## config.mk

```make
export PLATFORM = sky130hd
export DESIGN_NAME = rsc_ctrl
export DESIGN_NICKNAME = d
export VERILOG_FILES = /design/src/rsc_pkg.sv /design/src/rsc_ctrl.sv /design/src/rsc_sync.sv /design/src/rsc_timer.sv
export SDC_FILE = /design/constraint.sdc
export NUM_CORES = 1
export LEC_CHECK = 0
export BUFFER_PORTS_ARGS = -buffer_cell sky130_fd_sc_hd__buf_2
export CORE_MARGIN = 3
export CORE_UTILIZATION = 55
export CTS_BUF_LIST = sky130_fd_sc_hd__clkbuf_8
export DETAILED_ROUTE_END_ITERATION = 10
export GPL_TIMING_DRIVEN = 1
export HOLD_SLACK_MARGIN = 0.03
export PLACE_DENSITY = 0.85
export SYNTH_ARGS = -nofsm -noshare
export SYNTH_HDL_FRONTEND = slang
export SYNTH_SLANG_ARGS = --single-unit
```

## constraint.sdc

```tcl
create_clock -name clk -period 5 [get_ports clk]
set_input_delay 0.5 -clock clk [delete_from_list [all_inputs] [get_ports clk]]
set_output_delay 0.5 -clock clk [all_outputs]
set_load 0.05 [all_outputs]
```

## src/rsc_pkg.sv

```systemverilog
// shared constants and types of the radio state controller
package rsc_pkg;
	// ------------------------------------------------------------
	// controller states, one-hot
	// ------------------------------------------------------------
	typedef enum logic [6:0] {
		st_idle  = 7'h01,
		st_sleep = 7'h02,
		st_crystal_off_state  = 7'h04,
		st_cal   = 7'h08,
		st_synth = 7'h10,
		st_rx    = 7'h20,
		st_tx    = 7'h40
	} rsc_state_t;

	// ------------------------------------------------------------
	// field encodings
	// ------------------------------------------------------------
	localparam logic [1:0] DEST_IDLE     = 2'h0; // after rx/tx: idle
	localparam logic [1:0] DEST_SYNTH    = 2'h1; // after rx/tx: synth on
	localparam logic [1:0] DEST_TX       = 2'h2; // after rx/tx: transmit
	localparam logic [1:0] DEST_RX       = 2'h3; // after rx/tx: receive
	localparam logic [1:0] CAL_NEVER     = 2'h0; // no auto calibration
	localparam logic [1:0] CAL_FROM_IDLE = 2'h1; // idle to rx/tx/synth
	localparam logic [1:0] CAL_TO_IDLE   = 2'h2; // every auto return
	localparam logic [1:0] CAL_EVERY4    = 2'h3; // every fourth return
	localparam logic [1:0] CCA_ALWAYS    = 2'h0; // channel always clear
	localparam logic [1:0] CCA_RSSI      = 2'h1; // rssi below threshold
	localparam logic [1:0] CCA_NOPKT     = 2'h2; // no packet in progress
	localparam logic [1:0] CCA_BOTH      = 2'h3; // both of the above

	// ------------------------------------------------------------
	// counts and reset values
	// ------------------------------------------------------------
	localparam int         CLK_HZ          = 10_000_000; // crystal clock
	localparam int         GDO_DIV         = 192;        // clock out divide
	localparam logic [6:0] GDO_HALF_M1     = 7'(GDO_DIV / 2 - 1);
	localparam int         CAL_XOSC_CYCLES = 18815;      // synth calibration
	localparam int         RESET_STROBE_CYCLES     = 8;          // soft reset busy time
	localparam int         RSSI_CYCLES     = 16;         // rssi settle time
	localparam int         TMR_W           = 16;         // timer width
	localparam logic [1:0] AUTO_CNT_RST    = 2'h0;       // return counter reset
endpackage : rsc_pkg

```

## src/rsc_ctrl.sv

```systemverilog
// main radio state controller
//
// Functional notes
// - state moves only on strobes or events
// - output zero defaults to clock divided 192
// - serial output low reports power-up done
// - output high until crystal stable, then low
// - reset strobe restores defaults, enters idle
// - crystal automatic unless force-on bit set
// - crystal-off/power-down only from idle, on release
// - select fall restarts crystal, enters idle
// - force-on keeps crystal running in sleep
// - regulator off in sleep, back on select
// - receive and transmit strobes enter rx/tx
// - manual and three automatic calibration options
// - idle strobe skips calibration; fixed length
// - rx ends on packet/timeout, goes to field
// - stay-in-rx after packet delays rssi valid
// - tx ends after packet, goes to field
// - receive strobe in tx switches to rx
// - tx/synth strobe in rx needs clear channel
// - refused transmit never retried automatically
// - four clear channel conditions selectable
// - idle strobe forces idle from anywhere
`timescale 1ns/1ps
`default_nettype none
module rsc_ctrl #(
	parameter int CAL_CYCLES  = rsc_pkg::CAL_XOSC_CYCLES, // calibration length
	parameter int RSSI_SETTLE = rsc_pkg::RSSI_CYCLES      // rssi settle length
) (
	input  wire logic               clk,
	input  wire logic               resetn,
	input  wire logic               cs_n_pin,
	input  wire logic               crystal_stable,
	input  wire logic               reset_strobe,
	input  wire logic               idle_strobe,
	input  wire logic               receive_strobe,
	input  wire logic               transmit_strobe,
	input  wire logic               synth_on_strobe,
	input  wire logic               calibrate_strobe,
	input  wire logic               crystal_off_strobe,
	input  wire logic               power_down_strobe,
	input  wire logic               crystal_force_on,
	input  wire logic [1:0]         auto_calibration_select,
	input  wire logic [1:0]         after_receive_state,
	input  wire logic [1:0]         after_transmit_state,
	input  wire logic [1:0]         clear_channel_mode,
	input  wire logic               general_output_select,
	input  wire logic               general_output_alt,
	input  wire logic               packet_received,
	input  wire logic               rx_timeout,
	input  wire logic               packet_sent,
	input  wire logic               tx_underflow,
	input  wire logic               rssi_below_threshold,
	input  wire logic               receiving_packet,
	output var  rsc_pkg::rsc_state_t radio_state,
	output var  logic               chip_ready_low,
	output var  logic               crystal_enable,
	output var  logic               regulator_enable,
	output var  logic               calibrating,
	output var  logic               rssi_valid,
	output var  logic               general_output_zero
);
	import rsc_pkg::*;

	// ------------------------------------------------------------
	// declarations
	// ------------------------------------------------------------
	logic       cs_n_s;        // synchronised chip select
	logic       xtal_ok_s;     // synchronised crystal stable
	logic       cs_n_d;        // chip select one cycle late
	logic       cs_fall;       // chip select went low
	logic       cs_rise;       // chip select released
	logic       cca_ok;        // channel counts as clear
	logic       reset_strobe_busy;     // soft reset still running
	logic       cal_done;      // last calibration cycle
	logic       rssi_busy;     // rssi settling
	logic       rssi_start;    // start rssi settle window
	logic       cal_start;     // start calibration timer
	logic       auto_ret;      // automatic return to idle
	logic       cal_on_ret;    // calibrate on this return
	logic       pd_sleep;      // power-down strobe pending
	logic       pd_crystal_off_state;       // crystal-off strobe pending
	logic [1:0] auto_cnt;      // automatic return counter
	logic [6:0] div_cnt;       // clock out divider
	logic       div_clk;       // divided clock
	rsc_state_t cal_ret;       // state after calibration
	rsc_state_t next_state;    // next controller state
	rsc_state_t next_cal_ret;  // next return state

	// ------------------------------------------------------------
	// pin synchronisers
	// ------------------------------------------------------------
	rsc_sync #(.W(2), .RST(2'h1)) u_sync (
		.clk    (clk),
		.resetn (resetn),
		.d      ({crystal_stable, cs_n_pin}),
		.q      ({xtal_ok_s, cs_n_s})
	);

	// chip select edge detect on the synchronised level
	always_ff @(posedge clk or negedge resetn) begin
		if (!resetn) begin
			cs_n_d <= 1'b1;
		end else begin
			cs_n_d <= cs_n_s;
		end
	end

	assign cs_fall = cs_n_d && !cs_n_s;
	assign cs_rise = !cs_n_d && cs_n_s;

	// ------------------------------------------------------------
	// timers
	// ------------------------------------------------------------
	// soft reset busy window after the reset strobe
	rsc_timer #(.W(TMR_W)) u_reset_strobe (
		.clk    (clk),
		.resetn (resetn),
		.clear  (1'b0),
		.start  (reset_strobe),
		.load   (TMR_W'(RESET_STROBE_CYCLES)),
		.busy   (reset_strobe_busy),
		.done   ()
	);

	// calibration length, aborted by idle or reset strobe
	rsc_timer #(.W(TMR_W)) u_cal (
		.clk    (clk),
		.resetn (resetn),
		.clear  (reset_strobe || idle_strobe),
		.start  (cal_start),
		.load   (TMR_W'(CAL_CYCLES)),
		.busy   (),
		.done   (cal_done)
	);

	// rssi settle window when staying in rx
	rsc_timer #(.W(TMR_W)) u_rssi (
		.clk    (clk),
		.resetn (resetn),
		.clear  (reset_strobe),
		.start  (rssi_start),
		.load   (TMR_W'(RSSI_SETTLE)),
		.busy   (rssi_busy),
		.done   ()
	);

	// ------------------------------------------------------------
	// clear channel assessment
	// ------------------------------------------------------------
	always_comb begin
		case (clear_channel_mode)
			CCA_ALWAYS: cca_ok = 1'b1;
			CCA_RSSI:   cca_ok = rssi_below_threshold;
			CCA_NOPKT:  cca_ok = !receiving_packet;
			CCA_BOTH:   cca_ok = rssi_below_threshold && !receiving_packet;
			default:    cca_ok = 1'b0;
		endcase
	end

	// map a destination field to a state
	function automatic rsc_state_t dest_state(input logic [1:0] d);
		case (d)
			DEST_SYNTH: dest_state = st_synth;
			DEST_TX:    dest_state = st_tx;
			DEST_RX:    dest_state = st_rx;
			default:    dest_state = st_idle;
		endcase
	endfunction : dest_state

	// calibration due on an automatic return to idle
	assign cal_on_ret = (auto_calibration_select == CAL_TO_IDLE) ||
		(auto_calibration_select == CAL_EVERY4 && auto_cnt == 2'h3);

	// ------------------------------------------------------------
	// next state
	// ------------------------------------------------------------
	always_comb begin
		rsc_state_t tgt; // requested destination
		tgt          = st_idle;
		next_state   = radio_state;
		next_cal_ret = cal_ret;
		cal_start    = 1'b0;
		auto_ret     = 1'b0;
		rssi_start   = 1'b0;
		case (radio_state)
			// idle: strobes start rx, tx, synth or calibration
			st_idle: begin
				if (receive_strobe) begin
					tgt = st_rx;
				end else if (transmit_strobe) begin
					tgt = st_tx;
				end else if (synth_on_strobe) begin
					tgt = st_synth;
				end
				if (tgt == st_idle && calibrate_strobe) begin
					next_state   = st_cal;
					next_cal_ret = st_idle;
					cal_start    = 1'b1;
				end else if (tgt != st_idle && auto_calibration_select == CAL_FROM_IDLE) begin
					next_state   = st_cal;
					next_cal_ret = tgt;
					cal_start    = 1'b1;
				end else if (tgt != st_idle) begin
					next_state = tgt;
				end else if (cs_rise && pd_sleep) begin
					next_state = st_sleep;
				end else if (cs_rise && pd_crystal_off_state) begin
					next_state = st_crystal_off_state;
				end
			end
			// low power: select fall restores idle
			st_sleep, st_crystal_off_state: begin
				if (cs_fall) begin
					next_state = st_idle;
				end
			end
			// calibration runs a fixed count
			st_cal: begin
				if (cal_done) begin
					next_state = cal_ret;
				end
			end
			// synth ready: go on to tx or rx
			st_synth: begin
				if (transmit_strobe) begin
					next_state = st_tx;
				end else if (receive_strobe) begin
					next_state = st_rx;
				end
			end
			// receive: strobes gated by clear channel, else events
			st_rx: begin
				if (transmit_strobe && cca_ok) begin
					next_state = st_tx;
				end else if (synth_on_strobe && cca_ok) begin
					next_state = st_synth;
				end else if (packet_received || rx_timeout) begin
					tgt = dest_state(after_receive_state);
					if (tgt == st_rx && packet_received) begin
						rssi_start = 1'b1;
					end
					auto_ret = (tgt == st_idle);
					if (tgt == st_idle && cal_on_ret) begin
						next_state   = st_cal;
						next_cal_ret = st_idle;
						cal_start    = 1'b1;
					end else begin
						next_state = tgt;
					end
				end
			end
			// transmit: rx strobe switches, events end the packet
			st_tx: begin
				if (receive_strobe) begin
					next_state = st_rx;
				end else if (tx_underflow) begin
					next_state = st_idle;
				end else if (packet_sent) begin
					tgt      = dest_state(after_transmit_state);
					auto_ret = (tgt == st_idle);
					if (tgt == st_idle && cal_on_ret) begin
						next_state   = st_cal;
						next_cal_ret = st_idle;
						cal_start    = 1'b1;
					end else begin
						next_state = tgt;
					end
				end
			end
			default: begin
				next_state = st_idle;
			end
		endcase
		// idle strobe overrides everything and never calibrates
		if (idle_strobe || reset_strobe) begin
			next_state = st_idle;
			cal_start  = 1'b0;
			auto_ret   = 1'b0;
			rssi_start = 1'b0;
		end
	end

	// ------------------------------------------------------------
	// state registers
	// ------------------------------------------------------------
	// state changes only through next_state above
	always_ff @(posedge clk or negedge resetn) begin
		if (!resetn) begin
			radio_state <= st_idle;
			cal_ret     <= st_idle;
		end else begin
			radio_state <= next_state;
			cal_ret     <= next_cal_ret;
		end
	end

	// counts automatic returns for every-fourth calibration
	always_ff @(posedge clk or negedge resetn) begin
		if (!resetn) begin
			auto_cnt <= AUTO_CNT_RST;
		end else if (reset_strobe) begin
			auto_cnt <= AUTO_CNT_RST;
		end else if (auto_ret && auto_calibration_select == CAL_EVERY4) begin
			auto_cnt <= auto_cnt + 2'h1;
		end
	end

	// power-down and crystal-off wait for select release
	always_ff @(posedge clk or negedge resetn) begin
		if (!resetn) begin
			pd_sleep <= 1'b0;
			pd_crystal_off_state  <= 1'b0;
		end else if (reset_strobe || idle_strobe || radio_state != st_idle) begin
			pd_sleep <= 1'b0;
			pd_crystal_off_state  <= 1'b0;
		end else begin
			if (power_down_strobe) begin
				pd_sleep <= 1'b1;
			end
			if (crystal_off_strobe && !crystal_force_on) begin
				pd_crystal_off_state <= 1'b1;
			end
		end
	end

	// ------------------------------------------------------------
	// power and status outputs
	// ------------------------------------------------------------
	// crystal off only in low power states, unless forced
	always_ff @(posedge clk or negedge resetn) begin
		if (!resetn) begin
			crystal_enable   <= 1'b1;
			regulator_enable <= 1'b1;
		end else begin
			crystal_enable   <= crystal_force_on ||
				!(radio_state == st_sleep || radio_state == st_crystal_off_state);
			regulator_enable <= (radio_state != st_sleep);
		end
	end

	// ready low only with select low, crystal stable, no soft reset
	always_ff @(posedge clk or negedge resetn) begin
		if (!resetn) begin
			chip_ready_low <= 1'b1;
		end else begin
			chip_ready_low <= cs_n_s || !xtal_ok_s || reset_strobe_busy || !crystal_enable;
		end
	end

	// calibration and rssi status
	always_ff @(posedge clk or negedge resetn) begin
		if (!resetn) begin
			calibrating <= 1'b0;
			rssi_valid  <= 1'b0;
		end else begin
			calibrating <= (radio_state == st_cal);
			rssi_valid  <= (radio_state == st_rx) && !rssi_busy && !rssi_start;
		end
	end

	// ------------------------------------------------------------
	// general output zero
	// ------------------------------------------------------------
	// divide by 192: toggle every half period
	always_ff @(posedge clk or negedge resetn) begin
		if (!resetn) begin
			div_cnt <= 7'h00;
			div_clk <= 1'b0;
		end else if (div_cnt == GDO_HALF_M1) begin
			div_cnt <= 7'h00;
			div_clk <= !div_clk;
		end else begin
			div_cnt <= div_cnt + 7'h01;
		end
	end

	// divided clock unless another function selected
	always_ff @(posedge clk or negedge resetn) begin
		if (!resetn) begin
			general_output_zero <= 1'b0;
		end else begin
			general_output_zero <= general_output_select ? general_output_alt : div_clk;
		end
	end
endmodule : rsc_ctrl
`default_nettype wire

```

## src/rsc_sync.sv

```systemverilog
// two-flop synchroniser for pin inputs
`timescale 1ns/1ps
`default_nettype none
module rsc_sync #(
	parameter int          W   = 1,
	parameter logic [W-1:0] RST = '0
) (
	input  wire logic         clk,
	input  wire logic         resetn,
	input  wire logic [W-1:0] d,
	output var  logic [W-1:0] q
);
	// ------------------------------------------------------------
	// synchroniser stages
	// ------------------------------------------------------------
	logic [W-1:0] meta; // first stage, read only by q

	// both stages on the same edge
	always_ff @(posedge clk or negedge resetn) begin
		if (!resetn) begin
			meta <= RST;
			q    <= RST;
		end else begin
			meta <= d;
			q    <= meta;
		end
	end
endmodule : rsc_sync
`default_nettype wire

```

## src/rsc_timer.sv

```systemverilog
// loadable down-counting timer
`timescale 1ns/1ps
`default_nettype none
module rsc_timer #(
	parameter int W = 16
) (
	input  wire logic         clk,
	input  wire logic         resetn,
	input  wire logic         clear,
	input  wire logic         start,
	input  wire logic [W-1:0] load,
	output var  logic         busy,
	output var  logic         done
);
	// ------------------------------------------------------------
	// counter
	// ------------------------------------------------------------
	logic [W-1:0] cnt; // cycles left

	// clear wins, then start, then count down
	always_ff @(posedge clk or negedge resetn) begin
		if (!resetn) begin
			cnt <= '0;
		end else if (clear) begin
			cnt <= '0;
		end else if (start) begin
			cnt <= load;
		end else if (cnt != '0) begin
			cnt <= cnt - W'(1);
		end
	end

	// done marks the last counted cycle
	always_comb begin
		busy = (cnt != '0);
		done = (cnt == W'(1)) && !clear;
	end
endmodule : rsc_timer
`default_nettype wire
```

==> flow_summary.ini <==
[worst_setup_path]
crit_family = simple AND/OR/NAND/NOR gates
reg2reg_slack_ns = 2.27
crit_buf_inv = 0
crit_start = radio_state[3]
crit_path_end = u_rssi.cnt[1]
cpPeakStageDelay_ns = 0.86
crit_fanout = 15
cpMaxStageDelayCell = o21bai_1
rr_endpoint = u_rssi.cnt[1]
cp.arrival_ns = 2.90
cp.required_ns = 5.17
startpoint_type = flop
cp_num_cells = 6
crit_chain = nor3_1, and3_1, and2_1, nand4_1, o21bai_1, a211oi_1
end_kind = flop
timing.rr.start = radio_state[3]
ff2ff_path_depth = 6
crit_type = flop to flop

[logic_synthesis]
synthMuxAreaShare_pct = 2.37
synth_compound_area_share_pct = 11.4
ys_warn_count = 0
synth_top_family_by_area = simple AND/OR/NAND/NOR gates
ys_seq_elements = 82
synthAdderAreaFrac_pct = 1.72
synth_xor_xnor_area_share_pct = 7.81
synth_area_um2 = 4380
ys_types = 67
synth_edf_count = 0
synth_nets = 490
syn-instance-count = 455
synth_ff_type = dfrtp_1
seq_area_frac_synth_pct = 47.1
syn_area_per_cell_um2 = 9.62
synth-simple-area-share_pct = 26.7
ys_async_sr_fraction_pct = 100

[power]
p_per_area_nw_per_um2 = 436
p_leak_nw = 2.26
peakVddDrop_mv = 0.241

[timing]
fin_crit_sh_pct = 54.6
finalSetupTns_ns = 0
min_period_ns = 2.73
drv_slew = 0
setup_viol_count_final = 0
relSlewSlack_pct = 28.7
rsz0062_at_grt = no
tightest_slew_ns = 1.07
skew_ns = 0.0111
finalHoldViolations = 0
max_freq_mhz = 367

[place]
dp_cells = 585
port-buffer-count = 41
place.gp.congestion = 1.01
dp_hpwl_um = 6750

[clock_tree]
postCtsSetupRepairBufs = 0
cts_tree = yes
root_buffer = clkbuf_8
clock_path_buffers = 2
clock_latency_ns = 0.34
clkSinkCount = 82
clk_pin_slew_ns = 0.08
ctsResizeCount = 0
ctsHoldBuffers = 0
htreeDepth = 3
numCtsBuffers = 9

[outcome]
outcome = completed

[run]
cap_violations = 0

[final_layout]
multi_input_area_um2 = 2190
layout_commonest_cell = dfrtp_1
drive_above_1_share_pct = 17.5
final_cell_mix = dfrtp_1 (74), nor2_1 (62), buf_2 (40)
nets = 532
n_antenna_cell = 0
num-fill-cells = 586
final_cells = 601
areaGrowthSynthToFinish_pct = 11.3
regArea_um2 = 2060
finish.utilization_pct = 65.1

[worst_hold_path]
hold_depth = 1
min_path_type = primary input to flop

[floorplan]
ioPinCount = 42
die_height_um = 95.2
dieWidth_um = 95.2
rows = 31
initial_core_util_pct = 58.4
core_um2 = 7490
die_area_um2 = 9060

[detailed_routing]
drtIter0Drc = 219
dr.pass1.iters = 5
vias = 3593
detail-route-antenna-nets = 0
wl_per_cell_um = 15.8
wl_um = 9520
vias_per_cell = 5.98
drcViolationCount = 0

[global_routing]
grt_max_degree = 83
first_global_vias = 3481
grtUsageTotal_pct = 22.4
overflow = 0
grt_pass1_wl_um = 16200
antenna_found_initial = 0
==> report_power, final <==
part | internal, mW | total, mW | switching [mW] | leakage [nW]
registers | 0.771 | 0.882 | 0.111 | 1.07
clock network | 0.292 | 0.522 | 0.231 | 0.116
logic | 0.296 | 0.718 | 0.422 | 1.08
==> how the worst min path moves through the flow <==
| stage | from | slack (ns) | end |
|---|---|---|---|
| after global placement | u_sync.meta[1] | 0.34 | u_sync.q[1] |
| final | cs_n_pin | 0.26 | u_sync.meta[0] |
| after CTS | cs_n_pin | 0.24 | u_sync.meta[0] |
| after floorplan | resetn | 0.20 | auto_cnt[0] |
| after detailed placement | u_sync.meta[1] | 0.35 | u_sync.q[1] |
| after global routing | cs_n_pin | 0.24 | u_sync.meta[0] |
==> logic make-up after synthesis <==
family,Yosys count
compound gates,68
xor+xnor,39
fa+ha+maj,6
buf+inv,29
flops,82
mux,10
simple gates,221
==> Yosys cell counts (all sizes together) (2+ instances only) <==
master | number | area, um^2
nor4 | 13 | 103
inv | 19 | 71.3
o211ai | 2 | 15.0
o21ai | 17 | 100
ha | 6 | 75.1
mux2 | 3 | 33.8
or4 | 6 | 48.8
and3 | 11 | 68.8
nand3b | 2 | 15.0
o22ai | 2 | 12.5
a32oi | 4 | 35.0
and2 | 3 | 18.8
nor3b | 2 | 15.0
clkbuf | 7 | 26.3
dfstp | 8 | 210
xnor2 | 19 | 166
a211o | 2 | 17.5
a31oi | 3 | 18.8
xor2 | 20 | 175
nand3 | 18 | 95.1
nor3 | 28 | 150
buf | 3 | 27.5
nand2 | 38 | 143
o2111ai | 2 | 17.5
dfrtp | 74 | 1850
nand4b | 3 | 26.3
nand2b | 4 | 25.0
nor2b | 4 | 25.0
o2bb2ai | 3 | 26.3
o21bai | 2 | 26.3
nand4 | 6 | 37.5
nor2 | 64 | 245
mux2i | 7 | 70.1
or2 | 4 | 25.0
or3 | 11 | 78.8
a21oi | 17 | 85.1
==> worst reg2reg max path: cells and delay by family (launching register included) <==
kind | cells | cell delay (ns)
flip-flops | 1 | 0.50
AND/OR/NAND/NOR | 4 | 1.08
AO/OA/AOI/OAI | 2 | 0.98
==> sequential cells by signal, indices dropped and copies added (netlist names), 4 cells and up <==
register,count
cal_ret,4
div_cnt,7
radio_state,7
u_cal.cnt,16
u_reset_strobe.cnt,16
u_rssi.cnt,16
==> per-layer routing <==
layer	up-vias	GRT usage (%)	wire length, um
met5	-	0	0
met4	0	6.61	118
met3	16	4.42	645
met2	145	35.9	4580
met1	1723	30.9	4170
li1	1709	-	-
==> layout make-up <==
type | count | share of cell area, %
clock inverter | 6 | 1.64
tap | 99 | 2.54
timing repair buffer | 41 | 4.26
multi-input combinational | 344 | 44.9
inverter | 19 | 1.46
clock buffer | 10 | 2.83
sequential | 82 | 42.3
==> metrics by stage <==
stage | instance area [um^2] | total power, mW | setup slack, ns | hold slack [ns]
2_1_floorplan | 4380 | 1.43 | 2.62 | 0.204
5_1_grt | 4870 | 2.27 | 1.93 | 0.240
3_3_place_gp | 4650 | 1.55 | 2.45 | 0.343
6_report | 4870 | 2.12 | 2.27 | 0.259
4_1_cts | 4870 | 2.13 | 2.24 | 0.242
3_5_place_dp | 4650 | 1.60 | 2.23 | 0.345
Note: power is estimated with default switching activity, not from simulation.
